<file path="config.mk">
export PLATFORM = sky130hd
export DESIGN_NAME = power_manager_command_map
export DESIGN_NICKNAME = d
export VERILOG_FILES = /design/src/design/power_manager_command_map.v
export VERILOG_INCLUDE_DIRS = /design/src /design/src/design
export SDC_FILE = /design/constraint.sdc
export NUM_CORES = 2
export LEC_CHECK = 0
export ABC_AREA = 1
export BUFFER_PORTS_ARGS = -buffer_cell sky130_fd_sc_hd__buf_2
export CAP_MARGIN = 30
export CORE_MARGIN = 2
export CORE_UTILIZATION = 45
export CTS_CLUSTER_DIAMETER = 120
export DETAILED_ROUTE_END_ITERATION = 8
export GPL_TIMING_DRIVEN = 0
export PLACE_DENSITY = 0.58
export SYNTH_ARGS = -nofsm -noshare
export SYNTH_HDL_FRONTEND = slang
export SYNTH_SLANG_ARGS = --single-unit
</file>
<file path="constraint.sdc">
create_clock -name mclk_i -period 4.7 [get_ports mclk_i]
set_input_delay 1.41 -clock mclk_i [delete_from_list [all_inputs] [get_ports mclk_i]]
set_output_delay 1.41 -clock mclk_i [all_outputs]
set_load 0.03 [all_outputs]
</file>
<file path="src/design/pwr_cmd_regs.vh">
// Command codes, reset values and field positions of the command map
`ifndef PWR_CMD_REGS_VH
`define PWR_CMD_REGS_VH

`define CMD_COMM_MEMORY_STATUS 8'h7e
`define CMD_VENDOR_FAULT_STATE 8'h80
`define CMD_INPUT_VOLTAGE 8'h88
`define CMD_OUTPUT_VOLTAGE 8'h8b
`define CMD_DIE_TEMPERATURE 8'h8d
`define CMD_PROTOCOL_REVISION 8'h98
`define CMD_TOOL_WORD_A 8'hb0
`define CMD_TOOL_WORD_B 8'hb1
`define CMD_OEM_WORD 8'hb2
`define CMD_SCRATCH_PAGED 8'hb3
`define CMD_SCRATCH_GLOBAL 8'hb4
`define CMD_VENDOR_WORD_A 8'hb5
`define CMD_VENDOR_INFORMATION 8'hb6
`define CMD_EXTRA_FAULT_STATE 8'hb7
`define CMD_VENDOR_WORD_B 8'hbc
`define CMD_NVM_UNLOCK 8'hbd
`define CMD_NVM_ERASE 8'hbe
`define CMD_NVM_DATA_PORT 8'hbf
`define CMD_ALT_COMMAND_PORT 8'hc0
`define CMD_ALT_HOST0_DATA 8'hc1
`define CMD_ALT_HOST1_DATA 8'hc2
`define CMD_TELEMETRY_BLOCK 8'hcf
`define CMD_CHANNEL_CONFIG 8'hd0
`define CMD_GLOBAL_CONFIG 8'hd1
`define CMD_FAULT_PAIR_A 8'hd2
`define CMD_FAULT_PAIR_B 8'hd3
`define CMD_POWER_GOOD_MAP 8'hd4

`define RST_ZERO16 16'h0000
`define RST_CHANNEL_CONFIG 16'h0080
`define RST_GLOBAL_CONFIG 16'h1c7b
`define RST_FAULT_PROPAGATE 8'h00
`define RST_POWER_GOOD_MAP 16'h0000
`define RST_UNLOCK 8'h00
`define RST_STATUS 8'h00

// Communication status bit raised on an invalid access
`define CML_INVALID_BIT 7
// Communication status bit raised on an unknown command code
`define CML_UNKNOWN_BIT 6
// Memory status bit raised on a refused nonvolatile access
`define CML_MEMORY_BIT 4
// Power good map: bits 7..0 channels, bit 8 watchdog/reset status
`define PGMAP_WDOG_BIT 8
// Telemetry block: byte count, then one word per channel
`define TELEM_BYTE_COUNT_POS 0

`endif

</file>
<file path="src/design/power_manager_command_map.v">
// Command-addressed register bank of an eight-channel supply manager
`timescale 1ns/1ps
`include "pwr_cmd_regs.vh"

module power_manager_command_map #(
    parameter CHANNELS = 8,
    parameter PAGE_W = 3,
    parameter NVM_WORDS = 64,
    parameter NVM_AW = 6,
    parameter [7:0] UNLOCK_KEY = 8'h2b,
    // Arbitrary value, stands in for the revision identification
    parameter [7:0] REVISION_CODE = 8'h5a,
    // Arbitrary value
    parameter [15:0] INFO_CODE = 16'h1234
) (
    input wire mclk_i,
    input wire resetn_i,
    input wire [PAGE_W-1:0] page_i,
    input wire cmd_wr_i,
    input wire cmd_rd_i,
    input wire [7:0] cmd_code_i,
    input wire [15:0] cmd_wdata_i,
    input wire [4:0] blk_index_i,
    input wire comm_status_clear_i,
    input wire [7:0] vendor_state_i,
    input wire [15:0] extra_state_i,
    input wire [15:0] vin_i,
    input wire [15:0] temp_i,
    input wire [16*CHANNELS-1:0] vout_i,
    input wire [CHANNELS-1:0] faulted_off_i,
    input wire [CHANNELS-1:0] power_good_i,
    input wire watchdog_status_i,
    output reg [15:0] cmd_rdata_o,
    output reg cmd_ack_o,
    output reg cmd_refused_o,
    output reg [7:0] comm_memory_status_o,
    output reg nvm_erase_o,
    output reg nvm_write_o,
    output reg [NVM_AW-1:0] nvm_addr_o,
    output reg [15:0] nvm_wdata_o,
    output reg [15:0] alt_command_o,
    output reg alt_command_strobe_o,
    output reg fault_line_a0_o,
    output reg fault_line_a1_o,
    output reg fault_line_b0_o,
    output reg fault_line_b1_o,
    output reg power_good_output_o
);

    // ------------------------------------------------------------
    // Storage
    // ------------------------------------------------------------
    reg [15:0] chan_cfg_q [0:CHANNELS-1];
    reg [15:0] tool_b_q [0:CHANNELS-1];
    reg [15:0] scratch_p_q [0:CHANNELS-1];
    reg [15:0] vend_a_q [0:CHANNELS-1];
    reg [15:0] vend_b_q [0:CHANNELS-1];
    reg [7:0] prop_a_q [0:CHANNELS-1];
    reg [7:0] prop_b_q [0:CHANNELS-1];
    reg [15:0] nvm_mem_q [0:NVM_WORDS-1];
    reg [15:0] tool_a_q;
    reg [15:0] oem_q;
    reg [15:0] scratch_g_q;
    reg [15:0] global_cfg_q;
    reg [15:0] pg_map_q;
    reg [7:0] unlock_q;
    reg [15:0] alt0_q;
    reg [15:0] alt1_q;
    reg [NVM_AW-1:0] nvm_ptr_q;
    integer i;
    integer k;

    // ------------------------------------------------------------
    // Helpers
    // ------------------------------------------------------------
    function is_read_only;
        input [7:0] code;
        begin
            case (code)
                `CMD_COMM_MEMORY_STATUS, `CMD_VENDOR_FAULT_STATE,
                `CMD_INPUT_VOLTAGE, `CMD_OUTPUT_VOLTAGE,
                `CMD_DIE_TEMPERATURE, `CMD_PROTOCOL_REVISION,
                `CMD_VENDOR_INFORMATION, `CMD_EXTRA_FAULT_STATE,
                `CMD_TELEMETRY_BLOCK: is_read_only = 1'b1;
                default: is_read_only = 1'b0;
            endcase
        end
    endfunction

    function is_known;
        input [7:0] code;
        begin
            case (code)
                `CMD_TOOL_WORD_A, `CMD_TOOL_WORD_B, `CMD_OEM_WORD,
                `CMD_SCRATCH_PAGED, `CMD_SCRATCH_GLOBAL,
                `CMD_VENDOR_WORD_A, `CMD_VENDOR_WORD_B,
                `CMD_NVM_UNLOCK, `CMD_NVM_ERASE, `CMD_NVM_DATA_PORT,
                `CMD_ALT_COMMAND_PORT, `CMD_ALT_HOST0_DATA,
                `CMD_ALT_HOST1_DATA, `CMD_CHANNEL_CONFIG,
                `CMD_GLOBAL_CONFIG, `CMD_FAULT_PAIR_A,
                `CMD_FAULT_PAIR_B, `CMD_POWER_GOOD_MAP: is_known = 1'b1;
                default: is_known = is_read_only(code);
            endcase
        end
    endfunction

    function [15:0] vout_of;
        input [16*CHANNELS-1:0] all;
        input [PAGE_W-1:0] ch;
        begin
            vout_of = all[ch*16 +: 16];
        end
    endfunction

    wire unlocked = (unlock_q == UNLOCK_KEY);
    wire nvm_cmd = (cmd_code_i == `CMD_NVM_ERASE) ||
                   (cmd_code_i == `CMD_NVM_DATA_PORT);
    wire refuse = nvm_cmd && !unlocked && (cmd_wr_i || cmd_rd_i);
    wire ro_write = cmd_wr_i && is_read_only(cmd_code_i);
    wire unknown = (cmd_wr_i || cmd_rd_i) && !is_known(cmd_code_i);

    // ------------------------------------------------------------
    // Telemetry block
    // ------------------------------------------------------------
    // Index 0 is the byte count, then each channel as low, high byte
    localparam [31:0] TELEM_BYTES = 2 * CHANNELS;
    reg [7:0] telem_byte;
    reg [PAGE_W-1:0] telem_ch;
    reg [15:0] telem_word;
    always @* begin
        telem_ch = blk_index_i[PAGE_W:1] - 1'b1;
        if (blk_index_i[0]) begin
            telem_ch = blk_index_i[PAGE_W:1];
        end
        telem_word = vout_of(vout_i, telem_ch);
        if (blk_index_i == `TELEM_BYTE_COUNT_POS) begin
            telem_byte = TELEM_BYTES[7:0];
        end else if (blk_index_i > TELEM_BYTES) begin
            telem_byte = 8'h00;
        end else if (blk_index_i[0]) begin
            telem_byte = telem_word[7:0];
        end else begin
            telem_byte = telem_word[15:8];
        end
    end

    // ------------------------------------------------------------
    // Read multiplexer
    // ------------------------------------------------------------
    reg [15:0] rd_d;
    always @* begin
        case (cmd_code_i)
            `CMD_COMM_MEMORY_STATUS:
                rd_d = {8'h00, comm_memory_status_o};
            `CMD_VENDOR_FAULT_STATE: rd_d = {8'h00, vendor_state_i};
            `CMD_INPUT_VOLTAGE: rd_d = vin_i;
            `CMD_OUTPUT_VOLTAGE: rd_d = vout_of(vout_i, page_i);
            `CMD_DIE_TEMPERATURE: rd_d = temp_i;
            `CMD_PROTOCOL_REVISION: rd_d = {8'h00, REVISION_CODE};
            `CMD_TOOL_WORD_A: rd_d = tool_a_q;
            `CMD_TOOL_WORD_B: rd_d = tool_b_q[page_i];
            `CMD_OEM_WORD: rd_d = oem_q;
            `CMD_SCRATCH_PAGED: rd_d = scratch_p_q[page_i];
            `CMD_SCRATCH_GLOBAL: rd_d = scratch_g_q;
            `CMD_VENDOR_WORD_A: rd_d = vend_a_q[page_i];
            `CMD_VENDOR_INFORMATION: rd_d = INFO_CODE;
            `CMD_EXTRA_FAULT_STATE: rd_d = extra_state_i;
            `CMD_VENDOR_WORD_B: rd_d = vend_b_q[page_i];
            `CMD_NVM_UNLOCK: rd_d = {8'h00, unlock_q};
            `CMD_NVM_ERASE: rd_d = `RST_ZERO16;
            `CMD_NVM_DATA_PORT: rd_d = nvm_mem_q[nvm_ptr_q];
            `CMD_ALT_COMMAND_PORT: rd_d = alt_command_o;
            `CMD_ALT_HOST0_DATA: rd_d = alt0_q;
            `CMD_ALT_HOST1_DATA: rd_d = alt1_q;
            `CMD_TELEMETRY_BLOCK: rd_d = {8'h00, telem_byte};
            `CMD_CHANNEL_CONFIG: rd_d = chan_cfg_q[page_i];
            `CMD_GLOBAL_CONFIG: rd_d = global_cfg_q;
            `CMD_FAULT_PAIR_A: rd_d = {8'h00, prop_a_q[page_i]};
            `CMD_FAULT_PAIR_B: rd_d = {8'h00, prop_b_q[page_i]};
            `CMD_POWER_GOOD_MAP: rd_d = pg_map_q;
            default: rd_d = `RST_ZERO16;
        endcase
    end

    // ------------------------------------------------------------
    // Pin combining
    // ------------------------------------------------------------
    reg prop_a_d;
    reg prop_b_d;
    reg pg_d;
    always @* begin
        prop_a_d = 1'b0;
        prop_b_d = 1'b0;
        pg_d = 1'b1;
        for (i = 0; i < CHANNELS; i = i + 1) begin
            if (prop_a_q[i][0] && faulted_off_i[i]) begin
                prop_a_d = 1'b1;
            end
            if (prop_b_q[i][0] && faulted_off_i[i]) begin
                prop_b_d = 1'b1;
            end
            if (pg_map_q[i] && !power_good_i[i]) begin
                pg_d = 1'b0;
            end
        end
        if (pg_map_q[`PGMAP_WDOG_BIT] && !watchdog_status_i) begin
            pg_d = 1'b0;
        end
    end

    always @(posedge mclk_i) begin
        if (!resetn_i) begin
            fault_line_a0_o <= 1'b0;
            fault_line_a1_o <= 1'b0;
            fault_line_b0_o <= 1'b0;
            fault_line_b1_o <= 1'b0;
            power_good_output_o <= 1'b0;
        end else begin
            fault_line_a0_o <= prop_a_d;
            fault_line_a1_o <= prop_a_d;
            fault_line_b0_o <= prop_b_d;
            fault_line_b1_o <= prop_b_d;
            power_good_output_o <= pg_d;
        end
    end

    // ------------------------------------------------------------
    // Communication and memory status
    // ------------------------------------------------------------
    // Bits are sticky; a set wins over a clear in the same cycle
    reg [7:0] status_d;
    always @* begin
        status_d = comm_memory_status_o;
        if (comm_status_clear_i) begin
            status_d = `RST_STATUS;
        end
        if (ro_write) begin
            status_d[`CML_INVALID_BIT] = 1'b1;
        end
        if (unknown) begin
            status_d[`CML_UNKNOWN_BIT] = 1'b1;
        end
        if (refuse) begin
            status_d[`CML_MEMORY_BIT] = 1'b1;
        end
    end

    always @(posedge mclk_i) begin
        if (!resetn_i) begin
            comm_memory_status_o <= `RST_STATUS;
        end else begin
            comm_memory_status_o <= status_d;
        end
    end

    // ------------------------------------------------------------
    // Data port pointer
    // ------------------------------------------------------------
    // An accepted erase rewinds it, each accepted word moves it on
    wire nvm_wipe = cmd_wr_i && !refuse &&
                    (cmd_code_i == `CMD_NVM_ERASE);
    wire nvm_word = (cmd_wr_i || cmd_rd_i) && !refuse &&
                    (cmd_code_i == `CMD_NVM_DATA_PORT);
    reg [NVM_AW-1:0] nvm_ptr_d;
    always @* begin
        nvm_ptr_d = nvm_ptr_q;
        if (nvm_wipe) begin
            nvm_ptr_d = {NVM_AW{1'b0}};
        end else if (nvm_word) begin
            nvm_ptr_d = nvm_ptr_q + 1'b1;
        end
    end

    // ------------------------------------------------------------
    // Register writes and status
    // ------------------------------------------------------------
    always @(posedge mclk_i) begin
        if (!resetn_i) begin
            for (k = 0; k < CHANNELS; k = k + 1) begin
                chan_cfg_q[k] <= `RST_CHANNEL_CONFIG;
                tool_b_q[k] <= `RST_ZERO16;
                scratch_p_q[k] <= `RST_ZERO16;
                vend_a_q[k] <= `RST_ZERO16;
                vend_b_q[k] <= `RST_ZERO16;
                prop_a_q[k] <= `RST_FAULT_PROPAGATE;
                prop_b_q[k] <= `RST_FAULT_PROPAGATE;
            end
            tool_a_q <= `RST_ZERO16;
            oem_q <= `RST_ZERO16;
            scratch_g_q <= `RST_ZERO16;
            global_cfg_q <= `RST_GLOBAL_CONFIG;
            pg_map_q <= `RST_POWER_GOOD_MAP;
            unlock_q <= `RST_UNLOCK;
            alt0_q <= `RST_ZERO16;
            alt1_q <= `RST_ZERO16;
            alt_command_o <= `RST_ZERO16;
            alt_command_strobe_o <= 1'b0;
            nvm_ptr_q <= {NVM_AW{1'b0}};
            nvm_erase_o <= 1'b0;
            nvm_write_o <= 1'b0;
            nvm_addr_o <= {NVM_AW{1'b0}};
            nvm_wdata_o <= `RST_ZERO16;
            cmd_rdata_o <= `RST_ZERO16;
            cmd_ack_o <= 1'b0;
            cmd_refused_o <= 1'b0;
        end else begin
            cmd_ack_o <= cmd_wr_i || cmd_rd_i;
            cmd_refused_o <= refuse || ro_write;
            cmd_rdata_o <= (cmd_rd_i && !refuse) ? rd_d : `RST_ZERO16;
            alt_command_strobe_o <= 1'b0;
            nvm_erase_o <= 1'b0;
            nvm_write_o <= 1'b0;
            nvm_ptr_q <= nvm_ptr_d;
            if (cmd_wr_i && !refuse && !ro_write) begin
                case (cmd_code_i)
                    `CMD_TOOL_WORD_A: tool_a_q <= cmd_wdata_i;
                    `CMD_TOOL_WORD_B: tool_b_q[page_i] <= cmd_wdata_i;
                    `CMD_OEM_WORD: oem_q <= cmd_wdata_i;
                    `CMD_SCRATCH_PAGED:
                        scratch_p_q[page_i] <= cmd_wdata_i;
                    `CMD_SCRATCH_GLOBAL: scratch_g_q <= cmd_wdata_i;
                    `CMD_VENDOR_WORD_A: vend_a_q[page_i] <= cmd_wdata_i;
                    `CMD_VENDOR_WORD_B: vend_b_q[page_i] <= cmd_wdata_i;
                    `CMD_NVM_UNLOCK: unlock_q <= cmd_wdata_i[7:0];
                    `CMD_NVM_ERASE: begin
                        for (k = 0; k < NVM_WORDS; k = k + 1) begin
                            nvm_mem_q[k] <= `RST_ZERO16;
                        end
                        nvm_erase_o <= 1'b1;
                    end
                    `CMD_NVM_DATA_PORT: begin
                        nvm_mem_q[nvm_ptr_q] <= cmd_wdata_i;
                        nvm_addr_o <= nvm_ptr_q;
                        nvm_wdata_o <= cmd_wdata_i;
                        nvm_write_o <= 1'b1;
                    end
                    `CMD_ALT_COMMAND_PORT: begin
                        alt_command_o <= cmd_wdata_i;
                        alt_command_strobe_o <= 1'b1;
                    end
                    `CMD_ALT_HOST0_DATA: alt0_q <= cmd_wdata_i;
                    `CMD_ALT_HOST1_DATA: alt1_q <= cmd_wdata_i;
                    `CMD_CHANNEL_CONFIG:
                        chan_cfg_q[page_i] <= cmd_wdata_i;
                    `CMD_GLOBAL_CONFIG: global_cfg_q <= cmd_wdata_i;
                    `CMD_FAULT_PAIR_A:
                        prop_a_q[page_i] <= cmd_wdata_i[7:0];
                    `CMD_FAULT_PAIR_B:
                        prop_b_q[page_i] <= cmd_wdata_i[7:0];
                    `CMD_POWER_GOOD_MAP: pg_map_q <= cmd_wdata_i;
                    default: ;
                endcase
            end
        end
    end

endmodule

</file>
==> flow_metrics.tcl <==
set metrics [dict create \
    r2r_cells 14 \
    htreeDepth 4 \
    cts_made_buffers 218 \
    cpPeakStageDelay_ns 0.82 \
    hold_path_class "flop to flop" \
    core_area_um2 207000 \
    cts_num_sinks 1989 \
    rsz0062_at_grt "false" \
    netlist.area_leader.share_pct 57.2 \
    final_util_pct 53.6 \
    status "complete, but fails checks" \
    area_growth_pct 18.3 \
    worstMarginPinSlew_ns 1.19 \
    hold_viol_final 0 \
    switching_share_pct 25.5 \
    grt_max_degree 17 \
    synth_cells 10600 \
    holdBufCountCts 0 \
    die_area_um2 213000 \
    cp.arrival_ns 5.59 \
    async_flop_share_pct 0 \
    yosys-top-cells-area "edfxtp_1 57%, nand2_1 15%, nor2_1 8.0%" \
    switchingPower_mw 10.3 \
    fillers 19500 \
    dp_hpwl_mm 387 \
    row_count 167 \
    yosysSeqAreaShare_pct 61.4 \
    synth_cell_type_count 44 \
    die_w_um 461 \
    die_h_um 461 \
    wl_per_cell_um 35.6 \
    synth_edf_count 1792 \
    crit_family "buffers and inverters" \
    cp_cell_sequence "clkbuf_2 -> clkbuf_1 -> clkbuf_2 -> clkbuf_1 -> o21ai_0 -> nand2_1 -> a21oi_1 -> o21ai_0 -> nand4_1 -> nor2_1 -> a21oi_1" \
    end_kind "flop" \
    grt_overflow_total 0 \
    p_seq_share_pct 48.5 \
    maxSlewViolCount 0 \
    grt_usage_pct 47.6 \
    p_leak_nw 44.3 \
    final_antenna_net_count 0 \
    synth_top_cell_by_area "edfxtp_1" \
    mostFrequentLayoutCells "3693 x nand2_1, 1992 x nor2_1, 1792 x edfxtp_1" \
    min_path_cells 2 \
    max_freq_mhz 207 \
    via_per_inst 6.11 \
    ys.flop_type "edfxtp_1" \
    critPathKind "input port to flop" \
    critPathLaunchType "input port" \
    place_congestion 1.07 \
    layout.nets 11700 \
    cp_slowest_cell "clkbuf_1" \
    cp.depth 11 \
    grt_pass1_wl_mm 680 \
    wirelength_mm 515 \
    synth_seq_cells 1989 \
    final.period_utilization_pct 103 \
    clk_latency_ns 0.94 \
    syn_area_um2 94000 \
    layout-drive-gt1-share_pct 10.8 \
    period_needed_ns 4.83 \
    grt_pass1_vias 80800 \
    io_pins 310 \
    clockBufferDepth 3 \
    dr.first_iter.drc_count 14100 \
    route.detailed.drc 0 \
    finalClockSkew_ns 0.0489 \
    setup-violations-final 29 \
    num_vias 88200 \
    vdd_drop_max_uv 441 \
    final_common_cell "nand2_1" \
    violations "negative setup slack" \
    cp_max_fo 10 \
    cts_tree "yes" \
    ys_warn_count 0 \
    crit_buf_inv 4 \
    setup_ws_ns -0.129 \
    syn-mean-instance-area_um2 8.84 \
    antenna_found_initial 60 \
    numPortBuffers 286 \
    power_density_nw_per_um2 362 \
    internal_power_mw 30.0 \
    initial_core_util_pct 45.3 \
    p_comb_share_pct 7.6 \
    cp_data_required_time_ns 5.46 \
    max_slew_margin_pct 20.6 \
    clk_pin_slew_ns 0.06 \
    dr.pass1.iters 6 \
    place_ws_ns -2.48 \
    root_buffer "clkbuf_16" \
    drv_cap 0 \
    p_clk_share_pct 43.8 \
]
cells in the mapped netlist, types with 4 or more instances:
cell,number
nand3_1,1045
nor2_1,2001
nor3b_1,4
nor3_2,6
buf_1,74
o211ai_1,16
a21oi_1,254
nand3b_1,4
dfxtp_1,197
inv_2,10
clkinv_1,11
o21ai_0,238
nand4_4,58
nand2_2,37
or2_2,5
inv_1,234
nor2_2,4
buf_4,8
nor3_1,11
clkbuf_1,644
a22oi_1,16
o22ai_1,7
nand4_1,35
nand2_1,3776
edfxtp_1,1792
buf_2,98
buf_6,6
a211oi_1,23
state kept, by name, indices dropped and copies added (netlist names), 3 cells and up, named ones only:
signal / cells
global_cfg_q: 16
scratch_g_q: 16
prop_b_q: 64
nvm_wdata_o: 16
oem_q: 16
vend_a_q: 128
nvm_ptr_q: 6
alt_command_o: 16
alt0_q: 16
vend_b_q: 128
prop_a_q: 64
nvm_mem_q: 1024
pg_map_q: 16
chan_cfg_q: 128
alt1_q: 16
tool_a_q: 16
comm_memory_status_o: 3
tool_b_q: 128
nvm_addr_o: 6
cmd_rdata_o: 16
unlock_q: 8
scratch_p_q: 128
timing repair:
item / in CTS / in global routing
pin swaps: 6 / 2
resized for setup: 101 / 41
setup endpoints to repair: 2228 / 1060
buffers inserted: 9 / 2
layout make-up:
class | instances | area, um^2 | share of cell area [%]
antenna | 43 | 108 | 0.0968
buffer | 827 | 3360 | 3.02
clock buffer | 280 | 5910 | 5.32
clock inverter | 129 | 1220 | 1.09
inverter | 255 | 967 | 0.870
multi-input combinational | 7572 | 32400 | 29.2
sequential | 1989 | 57800 | 51.9
tap | 2788 | 3490 | 3.14
timing repair buffer | 566 | 5980 | 5.38
per-layer routing:
| metal | wire length, um | GRT usage (%) | share of wire [%] | vias up |
|---|---|---|---|---|
| met4 | 59900 | 45.2 | 12 | 24 |
| li1 | - | - | - | 36600 |
| met1 | 173000 | 56.1 | 34 | 42500 |
| met5 | 195 | 0 | 0.038 | - |
| met3 | 63500 | 13.1 | 12 | 2030 |
| met2 | 218000 | 70.0 | 42 | 7108 |
worst paths after layout:
path	start	end	slack, ns
setup reg to reg	flop	cmd_rdata_o[15]$_SDFF_PN0_	-0.08
setup / recovery	page_i[0]	cmd_rdata_o[13]$_SDFF_PN0_	-0.13
hold reg to reg	alt1_q[14]$_SDFFE_PN0P_	alt1_q[14]$_SDFFE_PN0P_	0.45
hold / removal	alt1_q[14]$_SDFFE_PN0P_	alt1_q[14]$_SDFFE_PN0P_	0.45
logic make-up (layout without fill, tap and decap cells):
kind of cell	count (synthesis)	in the layout	share of synthesized area, %
other cells	1	48	0.00399
compound gates	564	564	3.18
xor+xnor	3	3	0.0279
flops	1989	1989	61.4
fa+ha+maj	3	3	0.0399
simple gates	6997	6997	30.8
buf+inv	1085	2057	4.54
worst register-to-register path: cells and delay by family (launching register included):
| kind | cells | cell delay, ns |
|---|---|---|
| buffers and inverters | 4 | 2.31 |
| AND/OR/NAND/NOR | 9 | 1.91 |
| AO/OA/AOI/OAI | 1 | 0.15 |
| flip-flops | 1 | 0.30 |
power by group through the flow:
stage	sequential [mW]	combinational [mW]	clock, mW
6_report	19.5	3.08	17.7
3_5_place_dp	19.9	2.84	0
5_1_grt	19.6	3.07	18.1
3_3_place_gp	19.9	2.61	0
2_1_floorplan	19.9	1.16	0
4_1_cts	19.5	2.86	17.5
per-stage QoR:
stage	hold WS (ns)	setup TNS, ns	cell area (um^2)	instances	total power [mW]
after CTS	0.446	0	111000	14400	39.9
after global routing	0.461	0	111000	14400	40.8
after floorplan	0.424	0	94000	10600	21.0
after detailed placement	0.437	-4902.83	103000	14000	22.8
after global placement	0.432	-6129.28	99000	13700	22.5
final	0.449	-1.97	111000	14400	40.3
No activity file was read; power rests on OpenSTA's default activity.
